### config.mk
export PLATFORM = sky130hd
export DESIGN_NAME = rcwdt_top
export DESIGN_NICKNAME = d
export VERILOG_FILES = /design/src/hdl/rcwdt_pkg.sv /design/src/hdl/rcwdt_prescaler.sv /design/src/hdl/rcwdt_top.sv
export SDC_FILE = /design/constraint.sdc
export NUM_CORES = 1
export LEC_CHECK = 0
export CAP_MARGIN = 20
export CELL_PAD_IN_SITES_DETAIL_PLACEMENT = 1
export CELL_PAD_IN_SITES_GLOBAL_PLACEMENT = 1
export CORE_UTILIZATION = 47
export DETAILED_ROUTE_END_ITERATION = 8
export DONT_BUFFER_PORTS = 1
export PLACE_DENSITY = 0.91
export SYNTH_ARGS = -nofsm -noshare
export SYNTH_HDL_FRONTEND = slang
export SYNTH_SLANG_ARGS = --single-unit
### constraint.sdc
create_clock -name clk_sys_in -period 3.9 [get_ports clk_sys_in]
set_input_delay 0.195 -clock clk_sys_in [delete_from_list [all_inputs] [get_ports clk_sys_in]]
set_output_delay 0.195 -clock clk_sys_in [all_outputs]
set_load 0.01 [all_outputs]
### src/hdl/rcwdt_pkg.sv
/*
  rcwdt_pkg: register map, field layout, key values and reset values of the watchdog unit.
  assumes: compiled before every other file of the block.
*/
package rcwdt_pkg;

  // ----------------------------------------------------------------
  // register map
  // ----------------------------------------------------------------
  localparam logic [3:0]  OFS_CONTROL    = 4'h0;
  localparam logic [3:0]  OFS_KICK       = 4'h4;
  localparam logic [3:0]  OFS_SYS        = 4'h8;

  // ----------------------------------------------------------------
  // control fields
  // ----------------------------------------------------------------
  localparam int          CTL_EN_BIT     = 0;
  localparam int          CTL_PSEL_LO    = 8;
  localparam int          CTL_PSEL_HI    = 12;
  localparam int          CTL_KEY_LO     = 24;
  localparam int          CTL_KEY_HI     = 31;
  localparam logic [7:0]  KEY_FIRST      = 8'h55;
  localparam logic [7:0]  KEY_SECOND     = 8'hAA;
  localparam logic [31:0] CONTROL_RESET  = 32'h0000_0000;

  // ----------------------------------------------------------------
  // system status fields (offset 0x08, read only)
  // ----------------------------------------------------------------
  localparam int          SYS_KEY_ARMED  = 0;
  localparam int          SYS_FIRED      = 1;
  localparam int          SYS_RC_ON      = 2;
  localparam int          SYS_FROZEN     = 3;

  localparam int          PRESC_W        = 32;

endpackage : rcwdt_pkg

### src/hdl/rcwdt_prescaler.sv
/*
  rcwdt_prescaler: free counter advanced on each rc oscillator tick, flags when the selected period is reached.
  assumes: tick input is already a one-cycle pulse in the system clock domain.
*/
module rcwdt_prescaler #(
  parameter int W = 32
) (
  input  wire logic         clk_sys_in,
  input  wire logic         srst_in,
  input  wire logic         run_in,
  input  wire logic         tick_in,
  input  wire logic         restart_in,
  input  wire logic [4:0]   psel_in,
  output logic              expire_out,
  output logic [W-1:0]      count_out
);

  logic [W:0] cnt_r;
  logic [W:0] limit;

  // period is 2^(psel+1) ticks; one spare bit keeps psel=31 reachable
  // shift amount is widened first so that psel=31 does not wrap to a shift of zero
  assign limit     = {{W{1'b0}}, 1'b1} << ({1'b0, psel_in} + 6'h01);
  assign count_out = cnt_r[W-1:0];

  always_ff @(posedge clk_sys_in) begin
    if (srst_in || restart_in || !run_in) begin
      cnt_r      <= '0;
      expire_out <= 1'b0;
    end else if (tick_in) begin
      if (cnt_r + 1'b1 >= limit) begin
        cnt_r      <= '0;
        expire_out <= 1'b1;
      end else begin
        cnt_r      <= cnt_r + 1'b1;
        expire_out <= 1'b0;
      end
    end else begin
      expire_out <= 1'b0;
    end
  end

endmodule : rcwdt_prescaler

### src/hdl/rcwdt_top.sv
/*
  rcwdt_top: watchdog unit with avalon-mm slave, key-protected control, kick register and soft reset output.
  assumes: rc_osc_tick_in is a one-cycle pulse per rc oscillator period, already in the clk_sys_in domain;
  sleep and debug inputs are synchronous to clk_sys_in.
*/
// What this block does
// - prescaler is 32 bits and advances only on rc oscillator ticks.
// - enable bit starts watchdog and requests rc oscillator on; zero stops it.
// - time-out equals 2^(psel+1) rc oscillator cycles.
// - period select lives in control bits 12:8.
// - after a watchdog reset a new period starts and keeps counting.
// - control changes need writes with key 0x55 then 0xAA, other bits equal.
// - key byte always reads zero.
// - kick writes at offset 0x04 before time-out; else a soft reset.
// - enabled watchdog stays clocked in every sleep mode.
// - static sleep request becomes shutdown while enabled.
// - prescaler freezes in debug halt unless debugger keeps peripherals running.
// - kick accepts any value and reads zero.
module rcwdt_top #(
  parameter int PRESC_W = rcwdt_pkg::PRESC_W
) (
  input  wire logic        clk_sys_in,
  input  wire logic        srst_in,
  input  wire logic [3:0]  avs_address_in,
  input  wire logic        avs_read_in,
  input  wire logic        avs_write_in,
  input  wire logic [31:0] avs_writedata_in,
  input  wire logic [3:0]  avs_byteenable_in,
  output logic [31:0]      avs_readdata_out,
  output logic             avs_waitrequest_out,
  output logic [1:0]       avs_response_out,
  input  wire logic        rc_osc_tick_in,
  input  wire logic        sleep_static_req_in,
  input  wire logic        debug_halt_in,
  input  wire logic        dbg_keep_periph_in,
  output logic             soft_reset_out,
  output logic             rc_osc_clock_req_out,
  output logic             sleep_clock_keep_out,
  output logic             sleep_shutdown_out,
  output logic             sleep_static_out
);

  // ----------------------------------------------------------------
  // bus slave: one wait state, answer on the second edge of a request
  // ----------------------------------------------------------------
  logic        ack_r;
  logic        req;
  logic        wr_acc;
  logic        rd_acc;
  logic        ctl_en_r;
  logic [4:0]  ctl_psel_r;
  logic        key_armed_r;
  logic [23:0] key_body_r;
  logic        fired_r;
  logic        kick;
  logic        frozen;
  logic        run;
  logic        expire;

  assign req    = (avs_read_in || avs_write_in) && !ack_r;
  // a write commits at the edge where the master samples waitrequest low, not when it is taken
  assign wr_acc = avs_write_in && ack_r;
  assign rd_acc = avs_read_in && req;

  function automatic logic mapped(input logic [3:0] a);
    mapped = (a == rcwdt_pkg::OFS_CONTROL) || (a == rcwdt_pkg::OFS_KICK) || (a == rcwdt_pkg::OFS_SYS);
  endfunction : mapped

  always_ff @(posedge clk_sys_in) begin
    if (srst_in) begin
      ack_r               <= 1'b0;
      avs_waitrequest_out <= 1'b1;
    end else begin
      ack_r               <= req;
      avs_waitrequest_out <= !req;
    end
  end

  always_ff @(posedge clk_sys_in) begin
    if (srst_in) begin
      avs_readdata_out <= 32'h0000_0000;
      avs_response_out <= 2'h0;
    end else if (req) begin
      avs_response_out <= mapped(avs_address_in) ? 2'h0 : 2'h2;
      avs_readdata_out <= 32'h0000_0000;
      if (rd_acc) begin
        case (avs_address_in)
          rcwdt_pkg::OFS_CONTROL: begin
            // key byte reads zero
            avs_readdata_out[rcwdt_pkg::CTL_EN_BIT]                        <= ctl_en_r;
            avs_readdata_out[rcwdt_pkg::CTL_PSEL_HI:rcwdt_pkg::CTL_PSEL_LO] <= ctl_psel_r;
          end
          rcwdt_pkg::OFS_SYS: begin
            avs_readdata_out[rcwdt_pkg::SYS_KEY_ARMED] <= key_armed_r;
            avs_readdata_out[rcwdt_pkg::SYS_FIRED]     <= fired_r;
            avs_readdata_out[rcwdt_pkg::SYS_RC_ON]     <= ctl_en_r;
            avs_readdata_out[rcwdt_pkg::SYS_FROZEN]    <= frozen;
          end
          default: begin
            avs_readdata_out <= 32'h0000_0000;
          end
        endcase
      end
    end
  end

  // ----------------------------------------------------------------
  // key-protected control register
  // ----------------------------------------------------------------
  // only a full-word write counts: a partial lane write could split key and body
  logic ctl_wr;
  logic [7:0] wkey;
  assign ctl_wr = wr_acc && (avs_address_in == rcwdt_pkg::OFS_CONTROL) && (avs_byteenable_in == 4'hF);
  assign wkey   = avs_writedata_in[rcwdt_pkg::CTL_KEY_HI:rcwdt_pkg::CTL_KEY_LO];

  always_ff @(posedge clk_sys_in) begin
    if (srst_in) begin
      key_armed_r <= 1'b0;
      key_body_r  <= 24'h00_0000;
    end else if (ctl_wr) begin
      // any control write other than the first key disarms the sequence
      key_armed_r <= (wkey == rcwdt_pkg::KEY_FIRST);
      key_body_r  <= avs_writedata_in[23:0];
    end else if (wr_acc) begin
      key_armed_r <= 1'b0;
    end
  end

  always_ff @(posedge clk_sys_in) begin
    if (srst_in) begin
      ctl_en_r   <= rcwdt_pkg::CONTROL_RESET[rcwdt_pkg::CTL_EN_BIT];
      ctl_psel_r <= rcwdt_pkg::CONTROL_RESET[rcwdt_pkg::CTL_PSEL_HI:rcwdt_pkg::CTL_PSEL_LO];
    end else if (ctl_wr && key_armed_r && wkey == rcwdt_pkg::KEY_SECOND
                 && avs_writedata_in[23:0] == key_body_r) begin
      ctl_en_r   <= avs_writedata_in[rcwdt_pkg::CTL_EN_BIT];
      ctl_psel_r <= avs_writedata_in[rcwdt_pkg::CTL_PSEL_HI:rcwdt_pkg::CTL_PSEL_LO];
    end
  end

  // ----------------------------------------------------------------
  // counting, kick and reset
  // ----------------------------------------------------------------
  assign kick   = wr_acc && (avs_address_in == rcwdt_pkg::OFS_KICK);
  assign frozen = debug_halt_in && !dbg_keep_periph_in;
  assign run    = ctl_en_r;

  rcwdt_prescaler #(
    .W (PRESC_W)
  ) u_presc (
    .clk_sys_in (clk_sys_in),
    .srst_in    (srst_in),
    .run_in     (run),
    .tick_in    (rc_osc_tick_in && !frozen),
    .restart_in (kick),
    .psel_in    (ctl_psel_r),
    .expire_out (expire),
    .count_out  ()
  );

  // the watchdog is not reset by its own soft reset, so counting goes on through it
  always_ff @(posedge clk_sys_in) begin
    if (srst_in) begin
      soft_reset_out <= 1'b0;
      fired_r        <= 1'b0;
    end else begin
      soft_reset_out <= expire;
      if (expire) begin
        fired_r <= 1'b1;
      end else if (kick) begin
        fired_r <= 1'b0;
      end
    end
  end

  // ----------------------------------------------------------------
  // sleep controller hints
  // ----------------------------------------------------------------
  always_ff @(posedge clk_sys_in) begin
    if (srst_in) begin
      rc_osc_clock_req_out <= 1'b0;
      sleep_clock_keep_out <= 1'b0;
      sleep_shutdown_out   <= 1'b0;
      sleep_static_out     <= 1'b0;
    end else begin
      rc_osc_clock_req_out <= ctl_en_r;
      sleep_clock_keep_out <= ctl_en_r;
      sleep_shutdown_out   <= sleep_static_req_in && ctl_en_r;
      sleep_static_out     <= sleep_static_req_in && !ctl_en_r;
    end
  end

endmodule : rcwdt_top

* Word-level counts from Yosys, hierarchy flattened
Cells that the tools add are included.
W data, S select, Z words.
** Word-level totals
- Flip-flop bits (word level) :: 106
- Output and inout bits :: 40
- Logic and storage cells :: 64
** Cells by class
- Add/subtract/negate cells :: 2
- Magnitude comparators :: 1
- Equality and inequality tests :: 6
- Shift-type cells :: 1
- Muxes and demuxes :: 11
- Bitwise gates (word level) :: 1
- Reduce and logical (&&, ||, !) cells :: 27
** Operators with widths (number)
- $add A33 B1 Y33 const B :: 1
- $ge A33 B33 Y1 :: 1
- $mux W33 :: 1
- $shl A1 B6 Y33 const A :: 1
- $eq A24 B24 Y1 :: 1
- $logic_and A1 B1 Y1 :: 13
- $mux W13 :: 1
- $eq A4 B4 Y1 const B :: 2
- $eq A8 B7 Y1 const B :: 1
- $eq A8 B8 Y1 const B :: 1
- $add A5 B1 Y6 const B :: 1
- $logic_not A1 Y1 :: 5
- $logic_or A1 B1 Y1 :: 5
- $mux W1 :: 5
- $mux W5 :: 1
- $eq A4 B3 Y1 const B :: 1
- $logic_not A4 Y1 :: 1
- $reduce_bool A2 Y1 :: 2
- $mux W3 :: 1
- $mux W2 :: 1
- $pmux W1 S2 :: 1
- $reduce_or A2 Y1 :: 1
- $not A1 Y1 :: 1

* Logic depth before layout (Yosys ltp)
Gate-level depths: netlist of the first run.
- Depth after elaboration :: 6
- Gate-level depth with buffers :: 16

* Hierarchy
From an unflattened synthesis of the first run, not the netlist that was laid out.
** Second synthesis, totals
- Cells, all modules :: 672
- Area, all modules :: 5415.2 sq um
** Modules (own cells, without submodules)
- rcwdt_prescaler :: times used 1, cells each 412, area an instance 3183.1 sq um, seq. area each 680.7 sq um
- rcwdt_top :: times used 1, cells each 260, area an instance 2232.1 sq um, seq. area each 960.9 sq um

* Worst setup path after synthesis of the first run
OpenSTA, ideal clock, no wires.
- Path kind :: register -> register
- From :: register u_presc.cnt_r[9]
- To :: register u_presc.cnt_r[27]
- Data arrival time :: 3414 ps
- Setup slack :: 370 ps
- Cell stages (with the launch flop) :: 15
- Path buffers :: 3
- Clock period less this slack :: 3530 ps
- Cell sequence :: dfxtp_1 > clkbuf_2 > nand4_2 > nor4_4 > clkbuf_1 > nand4_1 > xnor2_1 > ha_1 > nand4_1 > nor4_1 > nand3_1 > o2bb2ai_1 > buf_2 > nor2_1 > a41o_1
** On the way
- Word-level cells in the longest chain between the ends :: 3
** Ends and longest elaborated chain
- start: declaration :: RTL line rcwdt_prescaler.sv:18 : logic [W:0] cnt_r;
- start signal: assignment :: RTL line rcwdt_prescaler.sv:35 : cnt_r <= cnt_r + 1'b1;
- $add A33 B1 Y33 * :: RTL line rcwdt_prescaler.sv:31, rcwdt_prescaler.sv:35
- $ge A33 B33 Y1 :: RTL line rcwdt_prescaler.sv:31 : if (cnt_r + 1'b1 >= limit) begin
- $mux W33 * :: RTL line rcwdt_prescaler.sv:31
Mark *: on every way between the ends. The rest lies on a longest branch, timed or not.
A chain may end at the register's enable or synchronous reset.

* Worst setup path after layout of the first run
- From :: register u_presc.cnt_r[0]
- To :: register u_presc.cnt_r[14]
Same word-level chain as after synthesis.

==> impl_results.md, run 1 <==
- Max IR drop VDD: 204 uV
- Non-Filler Instances: 826
- DR WL/cell: 22.4 um
- Hold worst-path end: key_body_r[15]$_SDFFE_PP0P_
- Die width: 109 um
- First-pass GRT wire length: 27700 um
- Max Cap Viol: 0
- Initial antenna violation count: 0
- Final hold violation count: 1
- Post-Syn Instances: 672
- Drt drc: 0
- Slew headroom: 28.8%
- Fill cells: 1287
- Cell Area, Synth: 0.00535 mm^2
- Final nets: 763
- Register area share after synthesis: 30.7%
- Initial Util: 48.7%
- Yosys warns: 0
- Layout cells sized above 1: 9.48%
- Slew @ Worst Pin: 1.07 ns
- Synth unique cells: 57
- Routed Wire Length: 18500 um
- DRT antenna net count: 0
- Top_reg_cell synth: dfxtp_1
- FF+latch count, synth: 82
- PnR worst setup slack: 0.148 ns
- Total gr overflow: 0
- Kind of critical path: reg -> reg
- Row cnt: 38
- Cell Pwr Density: 313 mW/mm^2
- Routability cong.: 0.816
- Status: finished with violations
- Reg-to-reg startpoint: u_presc.cnt_r[0]$_SDFFE_PP0P_
- Hold WC Path Type: in -> reg
- H-tree Lvls: 3
- Setup crit start kind: flip-flop
- Async set-reset flop share out of synthesis: 0%
- Setup TNS: 0 ns
- CTS tree: yes
- Clock transition at path regs: 0.06 ns
- Crit share post-route: 96.2%
- 1st-pass router iterations: 5
- Critical Path RT: 4.14 ns
- TritonCTS buffer count: 9
- Post-synth EDFFs: 0
- Worst setup EP type: flip-flop
- N_diodes: 0
- Num Clock Sinks: 82
- Cell Area, Placed: 0.00535 mm^2
- WHS Path Cells: 2
- Final Setup Violations: 0
- Worst R2R Setup Slack: 0.15 ns
- Syn Area/Cell: 7.95 um^2
- Vias in the first global route: 5445
- Fmax: 267 MHz
- Ports: 88
- Root Buffer: clkbuf_16
- Port Buffers: 0
- Pre-CTS WS: -0.118 ns
- Area added between synthesis and finish: 12.7%
- Crit-path max FO: 9
- Worst Clk Skew: 0.00917 ns
- Max Slew Vio Count: 0
- Clock Path Buffers: 2
- DIE AREA: 0.0118 mm^2
- Failing checks: hold timing
- Min Tclk post-route: 3.75 ns
- Reg2Reg Capture Point: u_presc.cnt_r[14]$_SDFFE_PP0P_
- Via count: 5240
- LEAKAGE: 2.34 nW
- HP Start: avs_writedata_in[15]
- Data arrival, critical path: 4.00 ns
- Total Routing Usage GR: 30.8%
- Area of the multi-input gates: 0.00346 mm^2
- Vias/cell: 6.34
- Register area: 0.00165 mm^2
- Non-Filler Cell Area, Final: 0.00603 mm^2
- Clock Latency Late Sink: 0.35 ns
- Reg2reg path depth: 18
- Largest net degree at the start of global routing: 47
- HPWL after DPL: 11200 um
- Placed cells: 780
- Die height: 109 um
- Iteration-0 DRC count of the detailed router: 297
- Core area: 0.0110 mm^2
- Hold_ws: -0.00972 ns
-- final cells by class --
cell class,instances,area share [%]
Clock buffer,9,3.74
Clock inverter,7,1.66
Inverter,5,0.311
Multi-Input combinational cell,541,57.5
Sequential cell,82,27.3
Tap cell,140,2.91
Timing Repair Buffer,42,6.58
-- how the worst max path moves through the flow --
stage | from | to | slack [ns]
after floorplan | u_presc.cnt_r[9]$_SDFFE_PP0P_ | u_presc.cnt_r[27]$_SDFFE_PP0P_ | 0.37
after global placement | u_presc.cnt_r[9]$_SDFFE_PP0P_ | u_presc.expire_out$_SDFF_PP0_ | 0.17
after detailed placement | u_presc.cnt_r[0]$_SDFFE_PP0P_ | u_presc.cnt_r[30]$_SDFFE_PP0P_ | -0.12
after CTS | u_presc.cnt_r[5]$_SDFFE_PP0P_ | u_presc.cnt_r[5]$_SDFFE_PP0P_ | 0.07
after global routing | u_presc.cnt_r[0]$_SDFFE_PP0P_ | u_presc.cnt_r[5]$_SDFFE_PP0P_ | -0.04
final | u_presc.cnt_r[0]$_SDFFE_PP0P_ | u_presc.cnt_r[14]$_SDFFE_PP0P_ | 0.15
-- synthesized netlist by cell type (4+ instances only) --
master,n,area [um^2]
dfxtp_1,82,1640
ha_1,34,425
and2_1,18,113
buf_2,5,25.0
a211o_1,4,35.0
nor3_1,9,45.0
inv_1,5,18.8
o211ai_1,6,45.0
and4_1,8,70.1
xnor2_1,40,350
mux2i_1,6,60.1
nor2_1,36,135
or4_1,8,60.1
clkbuf_1,35,131
buf_4,26,195
xor2_1,14,123
or3_1,10,62.6
a21oi_1,54,270
a32oi_1,5,43.8
o21ai_0,8,40.0
a22oi_1,7,52.6
nor2b_1,5,31.3
and3_1,8,50.1
nor3b_1,6,45.0
a211oi_1,5,37.5
a31o_2,5,43.8
nand2_1,134,503
nand3_1,18,90.1
nor4_1,6,37.5
nand4_1,24,150
-- kinds of logic (layout without fill, tap and decap cells) --
kind of cell             count (synthesis)  in the layout  synth area share, %
adder cells (fa/ha/maj)                 34             34                 7.96
multiplexers                             6              6                 1.12
AO/OA/AOI/OAI                          116            116                 14.2
AND/OR/NAND/NOR                        306            306                 30.0
other                                    1             25               0.0702
buffers and inverters                   73             63                 7.09
flip-flops                              82             82                 30.7
XOR/XNOR                                54             54                 8.85
-- routing by layer --
metal  part of all wire (%)  GRT usage, %
met2                     51          54.4
met3                    6.4          7.59
met1                     38          33.9
met5                      0             0
met4                    4.7          16.4
-- stage by stage --
step                power, W  utilization, %
global placement    0.000915            48.7
floorplan           0.000931               -
detailed placement  0.000916            48.7
CTS                  0.00187            53.6
finish               0.00189            54.9
global route         0.00192            54.9
-- report_power, final --
part / leakage (nW) / switching [W] / total, W / internal, W
registers: 0.663 / 0.00000338 / 0.000844 / 0.000840
clock network: 0.160 / 0.000386 / 0.000953 / 0.000567
logic: 1.51 / 0.0000551 / 0.0000886 / 0.0000336
-- registers in the layout, summed over array words and instances (netlist names), 5 cells and up --
signal,count
ctl_psel_r,5
key_body_r,24
u_presc.cnt_r,33
avs_readdata_out,9
-- layout by cell type, fill, tap and decap left out, drive strengths merged, types with 9 or more instances in the layout --
master,count
nor2,36
dlygate4sd3,19
or3,10
ha,34
dfxtp,82
and2,18
or4,9
buf,22
conb,25
nand4,28
nand2,134
nor4,9
xnor2,40
nand3,18
clkbuf,10
xor2,14
a21oi,54
nor3,9
-- critical path, cell delays in order, from the launching register on --
cell and delay, ns:
dfxtp_1 0.40, ha_1 0.21, nand4_1 0.11, buf_4 0.18, nor4_2 0.21, buf_4 0.16, nand2_1 0.12, nor2_1 0.15
xor2_1 0.27, ha_1 0.21, nand4_1 0.22, buf_4 0.23, nor3_1 0.24, nand2_1 0.16, nand4_1 0.11, buf_4 0.18
buf_4 0.20, a211oi_1 0.07, a31o_2 0.22
-- timing repair --
item | 4_1_cts | 5_1_grt
hold buffers | 19 | 1
setup endpoints to repair | 15 | 34
endpoints found under the hold margin | 48 | 1
pin swaps | 1 | 2
setup buffers | 1 | 7
gates resized for setup | 1 | 13
No activity file was read; power rests on OpenSTA's default activity.
==> run 2: changes to the inputs <==
Settings changed: CELL_PAD_IN_SITES_GLOBAL_PLACEMENT 1 to 2, CORE_UTILIZATION 47 to 37, PLACE_DENSITY 0.91 to 0.9.
==> run 2 against run 1 <==
The run now ends clean. Non-clock buffer count increased by 34. Wire length is 11% lower. Clock skew fell by 0.00088 ns. Sequential share of layout area is 1.4 points lower. Critical path type unchanged. Critical endpoint is now u_presc.cnt_r[5]$_SDFFE_PP0P_.
==> impl_results.md, run 2 (synthesis results as in run 1) <==
- HPWL after DPL: 11700 um (+5.0%)
- Setup TNS: 0 ns (unchanged)
- Min Tclk post-route: 3.72 ns (-0.0341 ns)
- Most flop-heavy register: u_presc.cnt_r
- PnR worst setup slack: 0.182 ns (+0.0341 ns)
- Largest register FFs: 33 (unchanged)
- H-tree Lvls: 3 (unchanged)
- Iteration-0 DRC count of the detailed router: 228 (-23%)
- DR WL/cell: 18.4 um (-18%)
- Area of the multi-input gates: 0.00347 mm^2 (+0.33%)
- DIE AREA: 0.0149 mm^2 (+27%)
- Fmax: 269 MHz (+0.92%)
- Max Cap Viol: 0 (unchanged)
- Worst path cell trace: nand4_4, nor4_4, buf_6, nand4_2, xnor2_1, ha_1, nand4_1, nor4_4, nand3_1, buf_4, o2bb2ai_1, buf_6, a2111oi_0, a31o_2
- Slew @ Worst Pin: 0.938 ns (-0.128 ns)
- Routed Wire Length: 16600 um (-11%)
- Drt drc: 0 (unchanged)
- Clk pwr share: 49.5% (-1.1 points)
- Clock Path Buffers: 2 (unchanged)
- Final Setup Violations: 0 (unchanged)
- Pre-CTS WS: -0.240 ns (-0.121 ns)
- Routability cong.: 0.888 (+8.8%)
- Total gr overflow: 0 (unchanged)
- DRT antenna net count: 0 (unchanged)
- First-pass GRT wire length: 26600 um (-4.0%)
- Port Buffers: 0 (unchanged)
- Hold WC Path Type: in -> reg
- Most frequent cells in the layout: nand2_1, dfxtp_1, a21oi_1
- LEAKAGE: 2.49 nW (+6.3%)
- Data arrival, critical path: 3.96 ns (-0.04 ns)
- Fill cells: 1696 (+32%)
- Initial antenna violation count: 0 (unchanged)
- Ports: 88 (unchanged)
- Setup crit start kind: flip-flop
- Kind of critical path: reg -> reg
- Crit-path max FO: 15 (+6)
- Critical Path Max Stage Delay: 0.43 ns (+0.03 ns)
- Sequential fraction of design power: 45.7% (+1.0 points)
- Status: complete, no violations
- CTS tree: yes
- Slowest stage cell, crit path: dfxtp_1
- Clock Latency Late Sink: 0.36 ns (about the same)
- Total Routing Usage GR: 23.0% (-7.8 points)
- Area added between synthesis and finish: 18.5%
- Switching pwr: 0.000449 W (+0.94%)
- Core area: 0.0140 mm^2 (+27%)
- Die height: 122 um (+12%)
- Largest net degree at the start of global routing: 47 (unchanged)
- Sw Share: 24.3% (+0.75 points)
- 1st-pass router iterations: 4 (-1)
- Row cnt: 43 (+13%)
- Most common cell after layout, fill and taps aside: nand2_1
- Register area: 0.00164 mm^2 (-0.15%)
- N_diodes: 0 (unchanged)
- Critical Path RT: 4.15 ns (about the same)
- TritonCTS buffer count: 9 (unchanged)
- Worst Clk Skew: 0.00829 ns (-0.000881 ns)
- Slew headroom: 37.3% (+8.5 points)
- Comb pwr share: 4.8% (about the same)
- Via count: 4985 (-4.9%)
- Max Slew Vio Count: 0 (unchanged)
- Crit share post-route: 95.3% (-0.87 points)
- Worst setup EP type: flip-flop
- Clock transition at path regs: 0.07 ns (about the same)
- Biggest regs: u_presc.cnt_r: 33 flops, key_body_r: 24 flops, avs_readdata_out: 9 flops
- Final nets: 797 (+4.5%)
- Pint: 0.00140 W (-3.1%)
- Die width: 122 um (+12%)
- Initial Util: 38.2% (-10 points)
- Num Clock Sinks: 82 (unchanged)
- Vias/cell: 5.54 (-13%)
- Root Buffer: clkbuf_16
- Vias in the first global route: 5356 (-1.6%)
- Cell Pwr Density: 291 mW/mm^2 (-6.9%)
- Layout cells sized above 1: 12.5% (+3.0 points)
- Max IR drop VDD: 257 uV (+26%)
- Final hold violation count: 0 (-1)
[run 2: cell count changes in the layout (fill, tap and decap cells not counted), sizes merged]
cell | previous run | this run
buf | 22 | 50
clkinvlp | 0 | 2
dlygate4sd3 | 19 | 25
bufinv | 2 | 1
clkinv | 3 | 0
clkbuf | 10 | 11
inv | 7 | 8
[run 2: metrics by stage]
| stage | instance area (um^2) | hold WS [ns] | power, W | util, % | instances |
|---|---|---|---|---|---|
| after global routing | 6340 | 0.0241 | 0.00190 | 45.3 | 900 |
| after CTS | 6280 | 0.00722 | 0.00186 | 44.9 | 898 |
| after detailed placement | 5680 | 0.270 | 0.000919 | 40.6 | 856 |
| final | 6340 | 0.0147 | 0.00184 | 45.3 | 900 |
| after floorplan | 5440 | 0.317 | 0.000931 | - | 696 |
| after global placement | 5680 | 0.268 | 0.000917 | 40.6 | 856 |
[run 2: layer usage]
metal	up-vias	track usage (%)	routed length, um
li1	2420	-	-
met1	2422	27.1	6970
met2	128	40.4	8340
met3	15	5.76	1050
met4	0	7.77	200
met5	-	0	0
[run 2: worst max-delay path, delay by kind of cell, from the launching register on]
kind	cells	cell delay [ns]
flops	1	0.43
buf+inv	3	0.57
compound gates	3	0.55
xor+xnor	1	0.40
simple gates	6	1.41
fa+ha+maj	1	0.23
[run 2: worst paths after layout]
kind	slack, ns	to	cells after the start	start
worst max-delay path	0.18	u_presc.cnt_r[5]$_SDFFE_PP0P_	14	u_presc.cnt_r[12]$_SDFFE_PP0P_
worst min-delay path	0.01	avs_readdata_out[3]$_SDFFE_PP0P_	2	debug_halt_in
worst max register to register	0.18	u_presc.cnt_r[5]$_SDFFE_PP0P_	14	u_presc.cnt_r[12]$_SDFFE_PP0P_
worst min register to register	0.47	key_body_r[15]$_SDFFE_PP0P_	2	key_body_r[15]$_SDFFE_PP0P_
[run 2: final cells by class]
cell class,count,share of cell area [%]
multi-input cells,541,54.8
flip-flops and latches,82,25.9
repair buffers,76,10.5
well taps,180,3.55
clock buffers,10,3.77
clock inverters,6,1.13
inverters,5,0.296
[run 2: repair_timing]
item                                    CTS  global route
pin swaps                                 0             4
resized for setup                         4             9
hold buffers                             26             0
hold endpoints to repair                 48             0
buffers inserted                          0             1
endpoints found under the setup margin   32            24
[run 2: power by group through the flow]
stage               combinational, W  sequential, W  clock, W
floorplan                  0.0000688       0.000862         0
global placement           0.0000540       0.000863         0
detailed placement         0.0000558       0.000863         0
CTS                        0.0000864       0.000844  0.000926
global route               0.0000958       0.000843  0.000957
finish                     0.0000877       0.000844  0.000913
